File: config.mk
export PLATFORM = sky130hd
export DESIGN_NAME = vdrc_top
export DESIGN_NICKNAME = d
export VERILOG_FILES = /design/src/inc/vdrc_pkg.sv /design/src/hdl/vdrc_top.sv /design/src/hdl/vdrc_adj_buffer.sv
export VERILOG_INCLUDE_DIRS = /design/src /design/src/inc
export SDC_FILE = /design/constraint.sdc
export NUM_CORES = 1
export LEC_CHECK = 0
export ABC_AREA = 1
export BUFFER_PORTS_ARGS = -buffer_cell sky130_fd_sc_hd__buf_2
export CORE_AREA = 5 5 173 175
export CTS_CLUSTER_SIZE = 8
export DETAILED_ROUTE_END_ITERATION = 6
export DIE_AREA = 0 0 178 180
export HOLD_SLACK_MARGIN = 0.02
export PLACE_DENSITY_LB_ADDON = 0.25
export SLEW_MARGIN = 20
export SYNTH_ARGS = -nofsm -noshare
export SYNTH_HDL_FRONTEND = slang
export SYNTH_SLANG_ARGS = --single-unit
File: constraint.sdc
create_clock -name sys_clk_i -period 18.7 [get_ports sys_clk_i]
set_input_delay 0.935 -clock sys_clk_i [delete_from_list [all_inputs] [get_ports sys_clk_i]]
set_output_delay 0.935 -clock sys_clk_i [all_outputs]
set_load 0.02 [all_outputs]
File: src/inc/vdrc_defs.svh
/*
 * Register offsets, field positions, reset values and code limits of the
 * video datapath routing control bank.
 * Assumes a 16-bit register address and 8-bit register data.
 */
`ifndef VDRC_DEFS_SVH
`define VDRC_DEFS_SVH

// ----------------------------------------------------------------------
// Register offsets
// ----------------------------------------------------------------------
`define VDRC_OFS_INFMT 16'h1A00
`define VDRC_OFS_POTYPE 16'h1A01
`define VDRC_OFS_POCTRL 16'h1A02
`define VDRC_OFS_TXSEL 16'h1A03
`define VDRC_OFS_ENCSEL 16'h1A04
`define VDRC_OFS_SCLSEL 16'h1A05
`define VDRC_OFS_CNVSEL 16'h1A06
`define VDRC_OFS_CHCTRL 16'h1A07
`define VDRC_OFS_AUDSEL 16'h1A08
`define VDRC_OFS_HPSSEL 16'h1A09
`define VDRC_OFS_DITH 16'h1A0D
`define VDRC_OFS_PIXHI 16'h1A0E
`define VDRC_OFS_PIXLO 16'h1A0F
`define VDRC_OFS_SUMHI 16'h1A10
`define VDRC_OFS_SUMLO 16'h1A11
`define VDRC_OFS_SPI 16'h1A14
`define VDRC_OFS_VADJ 16'h1A24

// ----------------------------------------------------------------------
// Reset values
// ----------------------------------------------------------------------
`define VDRC_RST_INFMT 8'hFE
`define VDRC_RST_POTYPE 8'h02
`define VDRC_RST_POCTRL 8'h70
`define VDRC_RST_TXSEL 8'h00
`define VDRC_RST_ENCSEL 8'h00
`define VDRC_RST_SCLSEL 8'h00
`define VDRC_RST_CNVSEL 8'h00
`define VDRC_RST_CHCTRL 8'h64
`define VDRC_RST_AUDSEL 8'h00
`define VDRC_RST_HPSSEL 8'h00
`define VDRC_RST_DITH 8'h28
`define VDRC_RST_PIXHI 8'h00
`define VDRC_RST_PIXLO 8'h32
`define VDRC_RST_SUMHI 8'h00
`define VDRC_RST_SUMLO 8'h64
`define VDRC_RST_SPI 8'h0C
`define VDRC_RST_VADJ 8'h81

// ----------------------------------------------------------------------
// Field positions
// ----------------------------------------------------------------------
`define VDRC_BIT_PSEUDO 0
`define VDRC_BIT_POEN 3
`define VDRC_BIT_BYPASS 7
`define VDRC_BIT_GATE 6
`define VDRC_BIT_SCPOL 3
`define VDRC_BIT_SCPHA 2
`define VDRC_BIT_MCPOL 1
`define VDRC_BIT_MCPHA 0
`define VDRC_BIT_DBUF 7
`define VDRC_BIT_SATEN 6
`define VDRC_BIT_BRTEN 5

// ----------------------------------------------------------------------
// Highest legal code of each source encoding; output format range and first three-bus code
// ----------------------------------------------------------------------
`define VDRC_MAX_OUTSRC 4'h7
`define VDRC_MAX_SSCL 4'h6
`define VDRC_MAX_PSCL 4'h5
`define VDRC_MAX_CNV 4'h4
`define VDRC_MAX_BLEND 4'h4
`define VDRC_MAX_HPS 4'h3
`define VDRC_MAX_SCHAN 2'h2
`define VDRC_MAX_PCHAN 2'h2
`define VDRC_FMT_MIN 4'h3
`define VDRC_FMT_MAX 4'h8
`define VDRC_FMT_3BUS 4'h6

`endif

File: src/inc/vdrc_pkg.sv
/*
 * Types shared by the video datapath routing control bank.
 * Assumes nothing beyond a SystemVerilog compiler.
 */
package vdrc_pkg;

    // Source selection handed to a consumer; valid low parks the consumer
    typedef struct packed {
        logic valid;
        logic [3:0] code;
    } vdrc_src_t;

    typedef struct packed {
        logic valid;
        logic [1:0] code;
    } vdrc_chan_t;

    // Parallel output bus arrangement
    typedef struct packed {
        logic valid;
        logic three_bus;
        logic [1:0] width_idx;
        logic pseudo_444;
        logic enable;
    } vdrc_pofmt_t;

    typedef struct packed {
        logic slave_cpol;
        logic slave_cpha;
        logic master_cpol;
        logic master_cpha;
    } vdrc_spi_t;

    typedef struct packed {
        logic [1:0] level;
        logic [3:0] alpha;
        logic [11:0] pixel_thr;
        logic [15:0] sum_thr;
    } vdrc_dither_t;

    typedef struct packed {
        logic dual;
        logic tx1_spdif;
        logic tx2_spdif;
    } vdrc_audio_t;

    typedef struct packed {
        logic saturation_en;
        logic brightness_en;
    } vdrc_adj_t;

endpackage

File: src/hdl/vdrc_top.sv
/*
 * Routing and format configuration registers of the video datapath.
 * Assumes host port and vblank_i on the system clock.
 */
// Functional notes
// - Input format code sets input formatter clock frequencies for both input ports.
// - Output-input-type bit: 0 true full-chroma, 1 pseudo full-chroma.
// - Output format 0011-0101 two buses 4:2:2, 0110-1000 three buses 4:4:4.
// - Parallel output enable bit drives or disables the parallel output while output format is 0011-1000, else output stays disabled.
// - Parallel output source: eight codes, primary input through overlay blend 2.
// - Each transmitter has its own source field, same eight-code encoding.
// - Gating bit set routes SD encoder source onto HD encoder path.
// - Secondary scaler source uses codes 0x00 through 0x06.
// - Primary scaler source uses codes 0x00 through 0x05.
// - Interlacer source uses codes 0x00 through 0x04.
// - Both overlay blender sources use codes 0x00 through 0x04.
// - Horizontal prescaler source uses codes 0x00 through 0x03.
// - Bypass bit set skips serial receive input processing.
// - Secondary channel select: 00 video, 01 overlay input, 10 receive; 11 unused.
// - Primary channel select: 00 video, 01 overlay, 10 combined 48-bit; 11 reserved.
// - Audio mode: 00 single, 01/10/11 dual with I2S or S/PDIF per transmitter.
// - Dither level 00 smooth to 11 sharp; alpha gains high-frequency part.
// - 12-bit pixel and 16-bit sum thresholds set dither frequency split.
// - Slave and master serial ports each have polarity and phase bits.
// - Buffer bit 0 applies adjust enables at once, 1 only in vblank.
// - Saturation enable bit switches saturation adjustment on or off.
// - Brightness enable bit switches brightness adjustment on or off.
`timescale 1ns/100ps
`include "vdrc_defs.svh"

module vdrc_top
    import vdrc_pkg::*;
(
    // Clock and reset
    input wire logic sys_clk_i,
    input wire logic rst_n_i,
    // Host control port
    input wire logic reg_wr_i,
    input wire logic reg_rd_i,
    input wire logic [15:0] reg_addr_i,
    input wire logic [7:0] reg_wdata_i,
    output logic [7:0] reg_rdata_o,
    output logic reg_rvalid_o,
    // Video timing
    input wire logic vblank_i,
    // Input formatting
    output logic [7:0] input_format_code_o,
    output vdrc_chan_t prim_chan_o,
    output vdrc_chan_t sec_chan_o,
    output logic rx_proc_bypass_o,
    // Parallel output
    output vdrc_pofmt_t parallel_out_bus_format_o,
    output vdrc_src_t parallel_out_source_o,
    // Transmitters and encoders
    output vdrc_src_t transmitter1_source_o,
    output vdrc_src_t transmitter2_source_o,
    output vdrc_src_t high_def_encoder_source_o,
    output vdrc_src_t std_def_encoder_source_o,
    // Processing engines
    output vdrc_src_t prim_scaler_engine_source_o,
    output vdrc_src_t sec_scaler_engine_source_o,
    output vdrc_src_t interlacer_source_o,
    output vdrc_src_t blend1_source_o,
    output vdrc_src_t blend2_source_o,
    output vdrc_src_t prescaler_source_o,
    // Audio, dither, serial port, video adjust
    output vdrc_audio_t audio_mode_o,
    output vdrc_dither_t dither_o,
    output vdrc_spi_t spi_clocking_o,
    output vdrc_adj_t video_adjust_o
);

    // ------------------------------------------------------------------
    // Reset release
    // ------------------------------------------------------------------
    logic rst_meta_q;
    logic rst_sync_q;

    always_ff @(posedge sys_clk_i or negedge rst_n_i) begin
        if (!rst_n_i) begin
            rst_meta_q <= 1'b0;
            rst_sync_q <= 1'b0;
        end else begin
            rst_meta_q <= 1'b1;
            rst_sync_q <= rst_meta_q;
        end
    end

    // ------------------------------------------------------------------
    // Helpers
    // ------------------------------------------------------------------
    // Reserved codes are flagged so the consumer is parked rather than
    // steered onto an undefined path.
    function automatic vdrc_src_t src_check(input logic [3:0] code, input logic [3:0] max_code);
        vdrc_src_t r;
        r.valid = (code <= max_code);
        r.code = r.valid ? code : 4'h0;
        return r;
    endfunction

    function automatic vdrc_chan_t chan_check(input logic [1:0] code, input logic [1:0] max_code);
        vdrc_chan_t r;
        r.valid = (code <= max_code);
        r.code = r.valid ? code : 2'h0;
        return r;
    endfunction

    // ------------------------------------------------------------------
    // Register storage
    // ------------------------------------------------------------------
    logic [7:0] infmt_q;
    logic [7:0] potype_q;
    logic [7:0] poctrl_q;
    logic [7:0] txsel_q;
    logic [7:0] encsel_q;
    logic [7:0] sclsel_q;
    logic [7:0] cnvsel_q;
    logic [7:0] chctrl_q;
    logic [7:0] audsel_q;
    logic [7:0] hpssel_q;
    logic [7:0] dith_q;
    logic [7:0] pixhi_q;
    logic [7:0] pixlo_q;
    logic [7:0] sumhi_q;
    logic [7:0] sumlo_q;
    logic [7:0] spi_q;
    logic [7:0] vadj_q;

    // Reserved bits are not stored and read back as zero, except VADJ bits 4:0, which are stored as written (reset sets bit 0),
    // and POTYPE bit 1 and CHCTRL bit 5, which reset loads as one until written.
    always_ff @(posedge sys_clk_i or negedge rst_sync_q) begin
        if (!rst_sync_q) begin
            infmt_q <= `VDRC_RST_INFMT;
            potype_q <= `VDRC_RST_POTYPE;
            poctrl_q <= `VDRC_RST_POCTRL;
            txsel_q <= `VDRC_RST_TXSEL;
            encsel_q <= `VDRC_RST_ENCSEL;
            sclsel_q <= `VDRC_RST_SCLSEL;
            cnvsel_q <= `VDRC_RST_CNVSEL;
            chctrl_q <= `VDRC_RST_CHCTRL;
            audsel_q <= `VDRC_RST_AUDSEL;
            hpssel_q <= `VDRC_RST_HPSSEL;
            dith_q <= `VDRC_RST_DITH;
            pixhi_q <= `VDRC_RST_PIXHI;
            pixlo_q <= `VDRC_RST_PIXLO;
            sumhi_q <= `VDRC_RST_SUMHI;
            sumlo_q <= `VDRC_RST_SUMLO;
            spi_q <= `VDRC_RST_SPI;
            vadj_q <= `VDRC_RST_VADJ;
        end else if (reg_wr_i) begin
            case (reg_addr_i)
                `VDRC_OFS_INFMT: infmt_q <= reg_wdata_i;
                `VDRC_OFS_POTYPE: potype_q <= {7'h00, reg_wdata_i[0]};
                `VDRC_OFS_POCTRL: poctrl_q <= reg_wdata_i;
                `VDRC_OFS_TXSEL: txsel_q <= reg_wdata_i;
                `VDRC_OFS_ENCSEL: encsel_q <= reg_wdata_i;
                `VDRC_OFS_SCLSEL: sclsel_q <= reg_wdata_i;
                `VDRC_OFS_CNVSEL: cnvsel_q <= reg_wdata_i;
                `VDRC_OFS_CHCTRL: chctrl_q <= {reg_wdata_i[7:6], 2'h0, reg_wdata_i[3:0]};
                `VDRC_OFS_AUDSEL: audsel_q <= {reg_wdata_i[7:6], 2'h0, reg_wdata_i[3:0]};
                `VDRC_OFS_HPSSEL: hpssel_q <= {reg_wdata_i[7:4], 4'h0};
                `VDRC_OFS_DITH: dith_q <= {2'h0, reg_wdata_i[5:0]};
                `VDRC_OFS_PIXHI: pixhi_q <= {4'h0, reg_wdata_i[3:0]};
                `VDRC_OFS_PIXLO: pixlo_q <= reg_wdata_i;
                `VDRC_OFS_SUMHI: sumhi_q <= reg_wdata_i;
                `VDRC_OFS_SUMLO: sumlo_q <= reg_wdata_i;
                `VDRC_OFS_SPI: spi_q <= {4'h0, reg_wdata_i[3:0]};
                `VDRC_OFS_VADJ: vadj_q <= reg_wdata_i;
                default: ;
            endcase
        end
    end

    // ------------------------------------------------------------------
    // Read port
    // ------------------------------------------------------------------
    // Unmapped offsets answer zero; a read always answers next cycle.
    always_ff @(posedge sys_clk_i or negedge rst_sync_q) begin
        if (!rst_sync_q) begin
            reg_rdata_o <= 8'h00;
            reg_rvalid_o <= 1'b0;
        end else begin
            reg_rvalid_o <= reg_rd_i;
            if (reg_rd_i) begin
                case (reg_addr_i)
                    `VDRC_OFS_INFMT: reg_rdata_o <= infmt_q;
                    `VDRC_OFS_POTYPE: reg_rdata_o <= potype_q;
                    `VDRC_OFS_POCTRL: reg_rdata_o <= poctrl_q;
                    `VDRC_OFS_TXSEL: reg_rdata_o <= txsel_q;
                    `VDRC_OFS_ENCSEL: reg_rdata_o <= encsel_q;
                    `VDRC_OFS_SCLSEL: reg_rdata_o <= sclsel_q;
                    `VDRC_OFS_CNVSEL: reg_rdata_o <= cnvsel_q;
                    `VDRC_OFS_CHCTRL: reg_rdata_o <= chctrl_q;
                    `VDRC_OFS_AUDSEL: reg_rdata_o <= audsel_q;
                    `VDRC_OFS_HPSSEL: reg_rdata_o <= hpssel_q;
                    `VDRC_OFS_DITH: reg_rdata_o <= dith_q;
                    `VDRC_OFS_PIXHI: reg_rdata_o <= pixhi_q;
                    `VDRC_OFS_PIXLO: reg_rdata_o <= pixlo_q;
                    `VDRC_OFS_SUMHI: reg_rdata_o <= sumhi_q;
                    `VDRC_OFS_SUMLO: reg_rdata_o <= sumlo_q;
                    `VDRC_OFS_SPI: reg_rdata_o <= spi_q;
                    `VDRC_OFS_VADJ: reg_rdata_o <= vadj_q;
                    default: reg_rdata_o <= 8'h00;
                endcase
            end
        end
    end

    // ------------------------------------------------------------------
    // Input formatting and channel selection
    // ------------------------------------------------------------------
    always_ff @(posedge sys_clk_i or negedge rst_sync_q) begin
        if (!rst_sync_q) begin
            input_format_code_o <= `VDRC_RST_INFMT;
            prim_chan_o <= '0;
            sec_chan_o <= '0;
            rx_proc_bypass_o <= 1'b0;
        end else begin
            input_format_code_o <= infmt_q;
            prim_chan_o <= chan_check(chctrl_q[1:0], `VDRC_MAX_PCHAN);
            sec_chan_o <= chan_check(chctrl_q[3:2], `VDRC_MAX_SCHAN);
            rx_proc_bypass_o <= chctrl_q[`VDRC_BIT_BYPASS];
        end
    end

    // ------------------------------------------------------------------
    // Parallel output
    // ------------------------------------------------------------------
    logic [3:0] pofmt;
    logic pofmt_ok;

    assign pofmt = poctrl_q[7:4];
    assign pofmt_ok = (pofmt >= `VDRC_FMT_MIN) && (pofmt <= `VDRC_FMT_MAX);

    // Width index 0/1/2 means 8/10/12 bits per bus.
    always_ff @(posedge sys_clk_i or negedge rst_sync_q) begin
        if (!rst_sync_q) begin
            parallel_out_bus_format_o <= '0;
            parallel_out_source_o <= '0;
        end else begin
            parallel_out_bus_format_o.valid <= pofmt_ok;
            parallel_out_bus_format_o.three_bus <= pofmt >= `VDRC_FMT_3BUS;
            if (!pofmt_ok) begin
                parallel_out_bus_format_o.width_idx <= 2'h0;
            end else if (pofmt >= `VDRC_FMT_3BUS) begin
                parallel_out_bus_format_o.width_idx <= 2'(pofmt - `VDRC_FMT_3BUS);
            end else begin
                parallel_out_bus_format_o.width_idx <= 2'(pofmt - `VDRC_FMT_MIN);
            end
            parallel_out_bus_format_o.pseudo_444 <= potype_q[`VDRC_BIT_PSEUDO];
            // An unusable format keeps the output quiet whatever the enable
            parallel_out_bus_format_o.enable <= poctrl_q[`VDRC_BIT_POEN] && pofmt_ok;
            parallel_out_source_o <= src_check({1'b0, poctrl_q[2:0]}, `VDRC_MAX_OUTSRC);
        end
    end

    // ------------------------------------------------------------------
    // Transmitters and encoders
    // ------------------------------------------------------------------
    logic gate_sd_hd;

    assign gate_sd_hd = chctrl_q[`VDRC_BIT_GATE];

    // Software keeps the two encoder fields equal in SD-only mode unless
    // it sets the gating bit, which makes the copy in hardware.
    always_ff @(posedge sys_clk_i or negedge rst_sync_q) begin
        if (!rst_sync_q) begin
            transmitter1_source_o <= '0;
            transmitter2_source_o <= '0;
            high_def_encoder_source_o <= '0;
            std_def_encoder_source_o <= '0;
        end else begin
            transmitter1_source_o <= src_check(txsel_q[7:4], `VDRC_MAX_OUTSRC);
            transmitter2_source_o <= src_check(txsel_q[3:0], `VDRC_MAX_OUTSRC);
            std_def_encoder_source_o <= src_check(encsel_q[3:0], `VDRC_MAX_OUTSRC);
            if (gate_sd_hd) begin
                high_def_encoder_source_o <= src_check(encsel_q[3:0], `VDRC_MAX_OUTSRC);
            end else begin
                high_def_encoder_source_o <= src_check(encsel_q[7:4], `VDRC_MAX_OUTSRC);
            end
        end
    end

    // ------------------------------------------------------------------
    // Processing engines
    // ------------------------------------------------------------------
    always_ff @(posedge sys_clk_i or negedge rst_sync_q) begin
        if (!rst_sync_q) begin
            prim_scaler_engine_source_o <= '0;
            sec_scaler_engine_source_o <= '0;
            interlacer_source_o <= '0;
            blend1_source_o <= '0;
            blend2_source_o <= '0;
            prescaler_source_o <= '0;
        end else begin
            sec_scaler_engine_source_o <= src_check(sclsel_q[7:4], `VDRC_MAX_SSCL);
            prim_scaler_engine_source_o <= src_check(sclsel_q[3:0], `VDRC_MAX_PSCL);
            interlacer_source_o <= src_check(cnvsel_q[7:4], `VDRC_MAX_CNV);
            blend1_source_o <= src_check(cnvsel_q[3:0], `VDRC_MAX_BLEND);
            blend2_source_o <= src_check(audsel_q[3:0], `VDRC_MAX_BLEND);
            prescaler_source_o <= src_check(hpssel_q[7:4], `VDRC_MAX_HPS);
        end
    end

    // ------------------------------------------------------------------
    // Audio, dither and serial port clocking
    // ------------------------------------------------------------------
    always_ff @(posedge sys_clk_i or negedge rst_sync_q) begin
        if (!rst_sync_q) begin
            audio_mode_o <= '0;
            dither_o <= '0;
            spi_clocking_o <= '0;
        end else begin
            audio_mode_o.dual <= audsel_q[7:6] != 2'h0;
            audio_mode_o.tx1_spdif <= audsel_q[7];
            audio_mode_o.tx2_spdif <= audsel_q[7:6] == 2'h1 || audsel_q[7:6] == 2'h3;
            dither_o.level <= dith_q[5:4];
            dither_o.alpha <= dith_q[3:0];
            dither_o.pixel_thr <= {pixhi_q[3:0], pixlo_q};
            dither_o.sum_thr <= {sumhi_q, sumlo_q};
            spi_clocking_o.slave_cpol <= spi_q[`VDRC_BIT_SCPOL];
            spi_clocking_o.slave_cpha <= spi_q[`VDRC_BIT_SCPHA];
            spi_clocking_o.master_cpol <= spi_q[`VDRC_BIT_MCPOL];
            spi_clocking_o.master_cpha <= spi_q[`VDRC_BIT_MCPHA];
        end
    end

    // ------------------------------------------------------------------
    // Video adjust enables
    // ------------------------------------------------------------------
    vdrc_adj_t adj_staged;
    vdrc_adj_t adj_applied;

    assign adj_staged.saturation_en = vadj_q[`VDRC_BIT_SATEN];
    assign adj_staged.brightness_en = vadj_q[`VDRC_BIT_BRTEN];

    vdrc_adj_buffer u_adj_buffer (
        .clk_i(sys_clk_i),
        .rst_n_i(rst_sync_q),
        .dbuf_i(vadj_q[`VDRC_BIT_DBUF]),
        .vblank_i(vblank_i),
        .staged_i(adj_staged),
        .applied_o(adj_applied)
    );

    // Extra stage so the top output comes straight from a flip-flop.
    always_ff @(posedge sys_clk_i or negedge rst_sync_q) begin
        if (!rst_sync_q) begin
            video_adjust_o <= '0;
        end else begin
            video_adjust_o <= adj_applied;
        end
    end

endmodule

File: src/hdl/vdrc_adj_buffer.sv
/*
 * Holding stage for the video-adjust enables.
 * Assumes vblank_i comes from timing logic on the same clock.
 */
`timescale 1ns/100ps

module vdrc_adj_buffer
    import vdrc_pkg::*;
(
    // Clock and reset
    input wire logic clk_i,
    input wire logic rst_n_i,
    // Control
    input wire logic dbuf_i,
    input wire logic vblank_i,
    input wire vdrc_adj_t staged_i,
    // Applied values
    output vdrc_adj_t applied_o
);

    vdrc_adj_t applied_q;

    // ------------------------------------------------------------------
    // Transfer
    // ------------------------------------------------------------------
    // Staged values follow writes; in buffered mode they only reach the
    // video path inside the blanking interval so a frame never changes
    // mid-picture.
    always_ff @(posedge clk_i or negedge rst_n_i) begin
        if (!rst_n_i) begin
            applied_q <= '0;
        end else if (!dbuf_i || vblank_i) begin
            applied_q <= staged_i;
        end
    end

    assign applied_o = applied_q;

endmodule

# == Yosys cells after proc, flatten, opt, wreduce, memory -nomap -nowiden ==
# Index checks and enable logic that the tools add are counted.
# word_totals
reg_bits,244
inputBits,29
output_inout_bits,128
elab_cells,144
# classes
add_sub_neg,2
order_cmp,15
eq_ne,19
n_mux,16
reduce_logical,23
# ops
cell,n
"== test 16 x 13 -> 1 bit, second input constant",17
case mux 8 bit (17 select lines),1
two-way mux 4 bit,10
"less-or-equal comparator 4 x 3 -> 1 bit, second input constant",9
AND reduction 2 bit,17
two-way mux 2 bit,4
two-way mux 5 bit,1
"greater-or-equal comparator 4 x 2 -> 1 bit, second input constant",1
"greater-or-equal comparator 4 x 3 -> 1 bit, second input constant",1
"less-or-equal comparator 2 bit, second input constant",2
"less-or-equal comparator 4 x 2 -> 1 bit, second input constant",1
"less-or-equal comparator 4 bit, second input constant",1
"subtractor 2 bit, second input constant",2
"== test 2 x 1 -> 1 bit, second input constant",1
"== test 2 bit, second input constant",1
logical AND 1 bit,2
logical OR 1 bit,2
nonzero test 2 bit,1
logical NOT 1 bit,1

# == Logic depth before layout (Yosys ltp) ==
# Gate-level depths: netlist of the first run.
# depth
depth_word,3
mapped_depth,14
mapped_depth_nobuf,12

# == Hierarchy ==
# A second synthesis of the first run with hierarchy kept.
# unflattened
cells_unflattened,962
hier_area_um2,9570.4
# modules_own_cells
module,n_inst,cells_per_inst,area_per_inst_um2,seq_area_each_um2
vdrc_top,1,952,9485.3,6097.1
vdrc_adj_buffer,1,10,85.1,50.0

# == Worst setup path after synthesis of the first run ==
# Ideal clock, no wire load.
# synth_timing
kind,input-to-reg
startpoint,input reg_addr_i[12]
endpoint,register spi_q[1]
setup_ns,0.125
arrival_ns,2.044
required_ns,18.575
slack_ns,16.532
cell_stages,8
path_buffers,1
cell_sequence,inv_1 > nor2_1 > nand2_1 > nor2_4 > buf_4 > nand3_1 > nor2_2 > mux2_2
# synth_between
elab_chain_cells,2
# synth_lines
element,line,source
"start, declared",vdrc_top.sv:40,"input wire logic [15:0] reg_addr_i,"
== test 16 x 13 -> 1 bit,vdrc_top.sv:151,case (reg_addr_i)
AND reduction 2 bit (no line),-,
"end signal, assigned",vdrc_top.sv:148,spi_q <= `VDRC_RST_SPI;
"end signal, assigned",vdrc_top.sv:167,"`VDRC_OFS_SPI: spi_q <= {4'h0, reg_wdata_i[3:0]};"
"end, declared",vdrc_top.sv:126,logic [7:0] spi_q;
# Every way passes these cells.
# A chain may end at the register's enable or synchronous reset.

# == Worst setup path in the final report of the first run ==
# layout_timing
startpoint,input reg_addr_i[15]
endpoint,register infmt_q[3]
# layout_between
elab_chain_cells,2
# layout_lines
element,line,source
== test 16 x 13 -> 1 bit,vdrc_top.sv:151,
AND reduction 2 bit (no line),-,
"end signal, assigned",vdrc_top.sv:133,infmt_q <= `VDRC_RST_INFMT;
"end signal, assigned",vdrc_top.sv:152,`VDRC_OFS_INFMT: infmt_q <= reg_wdata_i;
"end, declared",vdrc_top.sv:111,logic [7:0] infmt_q;
# Every way passes these cells.

==> results of run 1 <==
-- registers in the layout (all words and copies together) (netlist names), 7 cells and up --
register and flops:
sclsel_q 8, txsel_q 8, pixlo_q 8, infmt_q 8, input_format_code_o 8, encsel_q 8, dither_o 34, sumlo_q 8
poctrl_q 8, sumhi_q 8, vadj_q 8, cnvsel_q 8, reg_rdata_o 8, chctrl_q 7
-- Yosys cell counts (all sizes together) --
master and count:
nand3 86, nor4 6, inv 125, o21ai 130
nor3b 2, conb 2, clkbuf 8, nand2 237
buf 26, dfstp 33, nand4 21, and2 3
or2 1, ha 2, nor2 88, mux2 5
o31ai 1, dfrtp 211, a21oi 4
-- layout by cell type, fill, tap and decap left out, types with 2 or more instances in the layout --
cell       count
nand2_1      232
dfrtp_1      210
buf_2        155
o21ai_0      128
inv_1        122
nand3_1       82
nor2_1        70
clkbuf_16     37
dfstp_2       33
clkbuf_1      24
nand4_1       21
conb_1        14
nor2_4         9
nor2_2         9
mux2_2         5
nor4_4         5
a21oi_1        4
nand3_2        4
nand2_2        4
buf_4          4
inv_2          3
nor3b_1        2
o21ai_1        2
and2_1         2
ha_1           2
-- through the flow --
stage / hold slack, ns / area, um^2 / setup WS, ns
global route: 0.2016 / 11820 / 15.55
global placement: 0.3092 / 10790 / 15.41
CTS: 0.1961 / 11820 / 15.87
detailed placement: 0.3151 / 10790 / 15.36
floorplan: 0.3312 / 9692 / 11.45
finish: 0.2194 / 11820 / 15.82
-- worst max-delay path: cells and delay by family --
kind,cells,cell delay [ns]
AOI/OAI and AO/OA,1,0.17
buffers and inverters,3,1.11
and+or+nand+nor,4,0.99
-- layer usage --
metal	vias to the layer above	share of wire, %	GRT usage [%]
li1	3490	-	-
met1	3440	43	22.25
met2	237	47	26.05
met3	66	6.5	3.235
met4	2	3.2	5.631
met5	-	0.050	0
-- cell families after synthesis --
group / Yosys count / synth area share [%]
compound gates: 135 / 7.030
mux: 5 / 0.5836
simple gates: 444 / 21.47
flops: 244 / 63.72
fa+ha+maj: 2 / 0.2594
other cells: 2 / 0.07785
buf+inv: 159 / 6.861
-- layout make-up --
cell class | count | area, um^2
timing repair buffer | 159 | 805.8
antenna | 1 | 2.502
sequential | 244 | 6151
fill | 2821 | 16490
clock buffer | 62 | 1030
tap | 384 | 480.5
multi-input combinational | 600 | 2883
inverter | 125 | 469.2
-- worst min-delay path by stage --
stage                    start                  endpoint  slack, ns  cells after the start
floorplan           rst_meta_q                rst_sync_q       0.33                      0
global placement    rst_sync_q  transmitter1_source_o[3]       0.31                      0
detailed placement  rst_sync_q  transmitter1_source_o[3]       0.32                      0
CTS                    rst_n_i                rst_meta_q       0.20                      1
global route           rst_n_i                rst_meta_q       0.20                      1
finish                 rst_n_i                rst_meta_q       0.22                      1
-- where the power goes --
group	total [mW]	switching (mW)	internal, mW
Combinational	0.0307	0.0256	0.00510
Sequential	0.533	0.00193	0.531
Clock	0.587	0.218	0.369
Total	1.15	0.246	0.905
==> metrics.txt, run 1 <==
syn avg cell area between 9 and 10 um^2; drt drc 0; Leakage Power 6.102 nW; synth warn 0; Final Hold Viols 0; Ports 157; Post-CTS Hold Fix Bufs 0; HP Class input port to async pin; final worst path period share between 15 and 20%; Worst R2R Start rst_sync_q; Crit. Startpoint reg_addr_i[15]; synthesized area 9647 um^2; Distinct cells, synth 30; vias 7235; Worst-Skew Late Latency 0.50 ns; antenna violations before repair 1; cell taking the most area after synthesis dfrtp_1; clock tree sinks 244; crit-path max FO 95; skew final 0.01355 ns; CP arrival approximately 3.3 ns; TNS Setup 0 ns; global placement routability congestion 0.8855; final-report max-slew violation count 0; hpwl dp roughly 18000 um; Worst Setup End Kind register; Max IR drop VDD 0.05229 mV; relative slew slack 35.49%; via/cell ratio about 4.6; final setup violating endpoints 0; worst-path cell chain buf_2 -> nor2_1 -> nand2_1 -> nor2_4 -> buf_4 -> inv_2 -> nor4_2 -> o21ai_0; fin util 41.75%; TritonCTS clock tree yes; power per cell area 97.40 nW/um^2; TritonCTS Buffers 36; outcome finished, final reports clean; cts repair resizes 0; worst setup path endpoint infmt_q[3]; largest cells by area after synthesis dfrtp_1 (55%), nand2_1 (9.0%), dfstp_2 (9.0%); Critical Path Slowest Stage Cell nor4_2; I/O Buffers 155; vias in the first global route 7147; grt total ovfl 0; Post-DRT Antenna Nets 0; Final min period 2.876 ns; Pre-antenna DRT Iters 5; CP Launch Type input port; FMAX 347.7 MHz; largest net degree at the start of global routing 96; flops & latches, synth 244; max incr delay on CP 0.71 ns; Crit Path Class input port to register; share of layout cells above drive strength 1 23.03%; overall power approximately 1.2 mW; Reg2Reg Depth 2; Slew @ Worst Pin between 0.9 and 1 ns; CTS max path bufs 3; Max-Cap Viols 0; die area 32040 um^2; layout overhead on the synthesized area 22.54%; Core ar. 28310 um^2; Die X 178 um; initial core utilization about 34%; die span in y 180 um; Reg-to-Reg End sumlo_q[7]; GR Util All Layers between 15 and 20%; Clock Tree Root clkbuf_16; global-route wire length before repair 40920 um; Gate Count Post-Synth 991; H-tree depth 2; # placed instances between 1500 and 2000; nets@finish 1197; row count 62; RSZ-0062 raised after global routing false; Wirelength per Cell 16.63 um; Post-CTS Setup Bufs 0; R2R setup slack between 15 and 20 ns; Seq/Total Area, Yosys 63.72%; Reg clk slew, reported paths 0.05 ns; area share of the largest cell type after synthesis 54.73%; fin cells 1575; WL final 26190 um; Data required, critical path 19.08 ns; drt initial violations 592
(Power assumes the default switching activity.)
==> run 2, diff against run 1 <==
==> constraint.sdc (replaced) <==
create_clock -name sys_clk_i -period 2.74 [get_ports sys_clk_i]
set_input_delay 0.137 -clock sys_clk_i [delete_from_list [all_inputs] [get_ports sys_clk_i]]
set_output_delay 0.137 -clock sys_clk_i [all_outputs]
set_load 0.02 [all_outputs]
==> run 2 against run 1 <==
Effect of this change:
- sequential share of layout area is 0.79 points lower
- utilization is 0.65 points higher
- clock-buffer cell count is 2 lower
- sequential power grew to 6.8 times the previous value
- flip-flop and latch count stayed put
- routed wire length is 0.86% higher
==> metrics.txt, run 2 (same netlist as run 1, synthesis figures left out) <==
Reg clk slew, reported paths 0.05 ns (about the same); die span in y 180 um (unchanged); skew final 0.01108 ns (was 0.01355 ns); commonest non-fill, non-tap cells in the layout nand2_1 (232), dfrtp_1 (210), buf_2 (155), o21ai_0 (128), inv_1 (122) (unchanged); nets@finish 1213 (was 1197); max FFs per register 34 (unchanged); clock tree sinks 244 (unchanged); global placement routability congestion 0.8416 (was 0.8855); antenna violations before repair 0 (was 1); TritonCTS Buffers 36 (unchanged); Most flops, register dither_o (unchanged); sw frac 21.58% (was 21.37%); Worst Setup End Kind register (unchanged); Hold Path Sink infmt_q[3]; TNS Setup 0 ns (unchanged); Max-Cap Viols 0 (unchanged); initial core utilization 34.07% (unchanged); Ports 157 (unchanged); R2R setup slack 1.30 ns (was 16.37 ns); NetSw 1.697 mW (was 0.2460 mW); Final min period 1.615 ns; H-tree depth 2 (unchanged); Int Pwr 6.165 mW (was 0.9053 mW); Leakage Power 6.186 nW (was 6.102 nW); layout overhead on the synthesized area 24.44% (was 22.54%); fin util 42.40% (was 41.75%); Max IR drop VDD 0.3853 mV (was 0.05229 mV); largest net degree at the start of global routing 80 (was 96); CTS max path bufs 3 (unchanged); global-route wire length before repair 41600 um (was 40920 um); drt initial violations 541 (was 592); drt drc 0 (unchanged); CP arrival 2.05 ns (was 3.26 ns); Worst-Skew Late Latency 0.50 ns (about the same); hpwl dp 18790 um (was 18340 um); Worst R2R Start poctrl_q[5] (was rst_sync_q); clock share of power 50.8% (was 51.0%); logic gate share of total power 2.9% (was 2.7%); WL final 26420 um (was 26190 um); grt total ovfl 0 (unchanged); Reg2Reg Depth 8 (was 2); Reg power frac 46.3% (about the same); power per cell area 655.0 nW/um^2 (was 97.40 nW/um^2); CP Launch Type input port (unchanged); Reg-to-Reg End parallel_out_bus_format_o[3] (was sumlo_q[7]); Post-DRT Antenna Nets 0 (unchanged); relative slew slack 49.85% (was 35.49%); Clock Tree Root clkbuf_16 (unchanged); TritonCTS clock tree yes (unchanged); final worst path period share 58.94%; Crit Path Class input port to register (unchanged); HP Class input port to register (was input port to async pin); commonest non-fill, non-tap cell in the layout nand2_1 (unchanged); RSZ-0062 raised after global routing false (unchanged); cts repair resizes 0 (unchanged); outcome finished, final reports clean (unchanged); final setup violating endpoints 0 (unchanged); Final Hold Viols 0 (unchanged); vias 7227 (was 7235); GR Util All Layers 16.63% (was 16.33%); die area 32040 um^2 (unchanged); Core ar. 28310 um^2 (unchanged); Hold Crit Depth 3; min-delay src reg_wdata_i[3]; I/O Buffers 155 (unchanged); vias in the first global route 7263 (was 7147); via/cell ratio 4.548 (was 4.594); crit-path max FO 22 (was 95); Data required, critical path 3.17 ns (was 19.08 ns); Slew @ Worst Pin 0.7466 ns (was 0.9677 ns); Wirelength per Cell 16.62 um (was 16.63 um); Pre-antenna DRT Iters 5 (unchanged); ANT cells 0 (was 1); Die X 178 um (unchanged); row count 62 (unchanged); share of layout cells above drive strength 1 23.15% (was 23.03%); FMAX 619.2 MHz; final-report max-slew violation count 0 (unchanged)
run 2: cell count changes in the layout (fill, tap and decap cells not counted), sizes merged:
cell	change
dlygate4sd3	+11
diode	-1
clkinv	+1
clkbuf	-2
buf	+5
run 2: critical path, stage by stage:
cell and delay, ns:
buf_2 0.11, nor2_2 0.14, nand2_4 0.22, inv_1 0.52
nand2_1 0.19, nor2_1 0.29, nand2_1 0.08, nand2_1 0.07
nor2_1 0.04, nand3_1 0.08, nand2_1 0.07, nand2_1 0.07
run 2: layout make-up:
type,instances,area (um^2)
timing repair buffer,175,1003
clock inverter,1,5.005
tap,384,480.5
multi-input combinational,600,2883
inverter,125,469.2
clock buffer,60,1012
sequential,244,6151
fill,2777,16310
run 2: routing by layer:
metal / share of wire, % / GRT usage, % / vias to the layer above
li1: - / - / 3523
met1: 45 / 22.94 / 3448
met2: 48 / 26.85 / 209
met3: 5.4 / 3.151 / 47
met4: 2.1 / 4.641 / 0
met5: 0 / 0 / -
run 2: how the worst max path moves through the flow:
stage | start | endpoint | depth (start not counted)
after floorplan | rst_sync_q | audio_mode_o[0] | 0
after CTS | reg_addr_i[4] | reg_rdata_o[0] | 12
after global placement | reg_addr_i[4] | reg_rdata_o[0] | 12
after detailed placement | reg_addr_i[4] | reg_rdata_o[0] | 12
after global routing | reg_addr_i[4] | reg_rdata_o[1] | 10
final | reg_addr_i[4] | reg_rdata_o[0] | 12
run 2: power groups by stage:
stage	logic (mW)	registers (mW)	clock network [mW]
floorplan	0.0642	3.75	0
global placement	0.223	3.70	0
detailed placement	0.225	3.70	0
CTS	0.237	3.64	4.10
global route	0.260	3.64	4.26
finish	0.231	3.64	3.99
run 2: timing repair:
item | 4_1_cts | 5_1_grt
endpoints found under the setup margin | 0 | 0
hold buffers | 11 | 0
setup buffers | 0 | 0
hold endpoints to repair | 34 | 0
run 2: metrics by stage:
step / power, mW / instance area, um^2 / instances / setup slack [ns] / hold slack [ns]
global placement: 3.919 / 10880 / 1517 / 0.7308 / -0.07723
floorplan: 3.815 / 9696 / 1003 / 0.3015 / -0.1586
global route: 8.161 / 12000 / 1589 / 0.8532 / 0.05610
CTS: 7.980 / 12000 / 1589 / 1.153 / 0.03452
finish: 7.863 / 12000 / 1589 / 1.125 / 0.04557
detailed placement: 3.921 / 10880 / 1517 / 0.6359 / -0.07476
==> run 3, diff against run 2 <==
==> constraint.sdc (replaced) <==
create_clock -name sys_clk_i -period 1.7 [get_ports sys_clk_i]
set_input_delay 0.085 -clock sys_clk_i [delete_from_list [all_inputs] [get_ports sys_clk_i]]
set_output_delay 0.085 -clock sys_clk_i [all_outputs]
set_load 0.02 [all_outputs]
==> run 3 against run 2 <==
Effect of this change:
- clock skew increased by 0.0067 ns
- non-clock buffer count is 23 higher
- setup slack lost 0.88 ns
- utilization up 0.92 points
- final area up 2.2%
- final cell count rose by 1.5%
- clock-buffer cell count rose by 1
- via count up 0.97%
- total power increased by 61%
- die area did not move
- worst hold slack improved by 0.11 ns
==> metrics.txt, run 3 (same netlist as run 1, synthesis figures left out) <==
outcome finished, final reports clean (unchanged); Wirelength per Cell 16.41 um (was 16.62 um); largest net degree at the start of global routing 61 (was 80); vias 7297 (was 7227); Reg2Reg Depth 8 (unchanged); worst-path cell chain inv_1 -> ha_1 -> inv_1 -> o21ai_0 -> o21ai_0 -> inv_1 -> o21ai_0 -> a21oi_1 (was buf_2 -> nor2_2 -> nand2_4 -> inv_1 -> nand2_1 -> nor2_1 -> nand2_1 -> nand2_1 -> nor2_1 -> nand3_1 -> nand2_1 -> nand2_1); Final Hold Viols 0 (unchanged); sw frac 21.24% (was 21.58%); Post-DRT Antenna Nets 0 (unchanged); Max-Cap Viols 0 (unchanged); CTS max path bufs 3 (unchanged); WHS 0.1527 ns (was 0.04557 ns); row count 62 (unchanged); die span in y 180 um (unchanged); Clock Tree Root clkbuf_16 (unchanged); Final min period 1.456 ns; Worst Setup End Kind register (unchanged); I/O Buffers 155 (unchanged); HP Class input port to register (unchanged); layout overhead on the synthesized area 27.15% (was 24.44%); RSZ-0062 raised after global routing false (unchanged); final worst path period share 85.66%; hpwl dp 19240 um (was 18790 um); final-report max-slew violation count 0 (unchanged); drt drc 0 (unchanged); GR Util All Layers 16.85% (was 16.63%); NetSw 2.697 mW (was 1.697 mW); Worst-Skew Late Latency 0.49 ns (was 0.50 ns); min-delay src reg_wr_i (was reg_wdata_i[3]); area of the multi-input gates 2883 um^2 (unchanged); buffers plus inverters on the worst setup path 3 (was 2); Data required, critical path 2.05 ns (was 3.17 ns); Worst R2R Start poctrl_q[4] (was poctrl_q[5]); skew final 0.01775 ns (was 0.01108 ns); logic gate share of total power 3.2% (was 2.9%); grt total ovfl 0 (unchanged); clock tree sinks 244 (unchanged); cts repair resizes 0 (unchanged); Crit Path Class register to register (was input port to register); H-tree depth 2 (unchanged); R2R setup slack 0.24 ns (was 1.30 ns); WL final 26460 um (was 26420 um); Hold Path Sink potype_q[1] (was infmt_q[3]); FMAX about 700 MHz; Reg power frac 46.2% (was 46.3%); global-route wire length before repair 42460 um (was 41600 um); max FFs per register 34 (unchanged); CP Launch Type register (was input port); Max IR drop VDD 0.5642 mV (was 0.3853 mV); clock share of power 50.6% (was 50.8%); vias in the first global route 7367 (was 7263); drt initial violations 534 (was 541); power per cell area 1035 nW/um^2 (was 655.0 nW/um^2); via/cell ratio 4.524 (was 4.548); Ports 157 (unchanged); CP arrival 1.81 ns (was 2.05 ns); Reg-to-Reg End parallel_out_bus_format_o[3] (unchanged); global placement routability congestion 0.8677 (was 0.8416); TritonCTS Buffers 36 (unchanged); initial core utilization 34.07% (unchanged); Core ar. 28310 um^2 (unchanged); Critical Path Slowest Stage Cell dfstp_2 (was inv_1); Pre-antenna DRT Iters 5 (unchanged); antenna violations before repair 2 (was 0); nets@finish 1236 (was 1213); final setup violating endpoints 0 (unchanged); Die X 178 um (unchanged); max incr delay on CP 0.57 ns (was 0.52 ns); Int Pwr 10.00 mW (was 6.165 mW); crit-path max FO 4 (was 22); fin cells 1613 (was 1589); # placed instances 1539 (was 1517); die area 32040 um^2 (unchanged); Reg clk slew, reported paths 0.05 ns (about the same); TritonCTS clock tree yes (unchanged); Hold Crit Depth 5 (was 3); commonest non-fill, non-tap cells in the layout nand2_1 (232), dfrtp_1 (210), buf_2 (155), o21ai_0 (128), inv_1 (122) (unchanged); fill cell count 2728 (was 2777); Most flops, register dither_o (unchanged); CP top delay family flip-flops (was simple AND/OR/NAND/NOR gates); commonest non-fill, non-tap cell in the layout nand2_1 (unchanged); register area 6151 um^2 (unchanged); share of layout cells above drive strength 1 24.51% (was 23.15%); Leakage Power 6.323 nW (was 6.186 nW)
## run 3: area by class of cell
type | count | area share, %
sequential | 244 | 50.15
multi-input combinational | 600 | 23.50
timing repair buffer | 198 | 10.22
clock buffer | 61 | 8.365
tap | 384 | 3.917
inverter | 125 | 3.825
antenna | 1 | 0.02040
## run 3: per-layer routing
| metal | routed length [um] | track usage (%) |
|---|---|---|
| met2 | 12580 | 27.29 |
| met5 | 10 | 0 |
| met1 | 11630 | 23.04 |
| met4 | 600 | 4.672 |
| met3 | 1638 | 3.403 |
## run 3: power groups by stage
stage,clock (mW),combinational (mW),sequential (mW)
after floorplan,0,0.103,6.04
after global placement,0,0.388,5.96
after detailed placement,0,0.390,5.96
after CTS,6.62,0.412,5.86
after global routing,6.92,0.455,5.86
final,6.43,0.402,5.87
## run 3: how the worst max path moves through the flow
stage                   startpoint                            to  slack, ns  depth (start not counted)
global placement    reg_addr_i[15]                reg_rdata_o[2]     -0.004                         13
CTS                    poctrl_q[4]  parallel_out_bus_format_o[3]       0.27                          8
floorplan               rst_sync_q               audio_mode_o[0]      -0.74                          0
detailed placement  reg_addr_i[13]                reg_rdata_o[2]      -0.01                         13
finish                 poctrl_q[4]  parallel_out_bus_format_o[3]       0.24                          8
global route           poctrl_q[4]  parallel_out_bus_format_o[3]       0.16                          8
## run 3: what timing repair did
| item | in CTS | in global routing |
|---|---|---|
| hold buffers | 12 | 0 |
| endpoints found under the setup margin | 0 | 0 |
| hold endpoints to repair | 66 | 0 |
| setup buffers | 0 | 0 |
## run 3: worst register-to-register path: stages (launching register included)
cell,delay (ns)
dfstp_2,0.57
inv_1,0.09
ha_1,0.20
inv_1,0.05
o21ai_0,0.06
o21ai_0,0.11
inv_1,0.11
o21ai_0,0.08
a21oi_1,0.06
## run 3: through the flow
step | power [mW] | utilization, % | area [um^2] | setup slack (ns) | setup TNS, ns
after floorplan | 6.148 | - | 9696 | -0.7385 | -161.61
after global placement | 6.345 | 39.26 | 11120 | -0.004300 | -0.004300
after detailed placement | 6.348 | 39.26 | 11120 | -0.01245 | -0.01900
after CTS | 12.89 | 43.31 | 12260 | 0.2676 | 0
after global routing | 13.23 | 43.32 | 12270 | 0.1619 | 0
final | 12.70 | 43.32 | 12270 | 0.2437 | 0
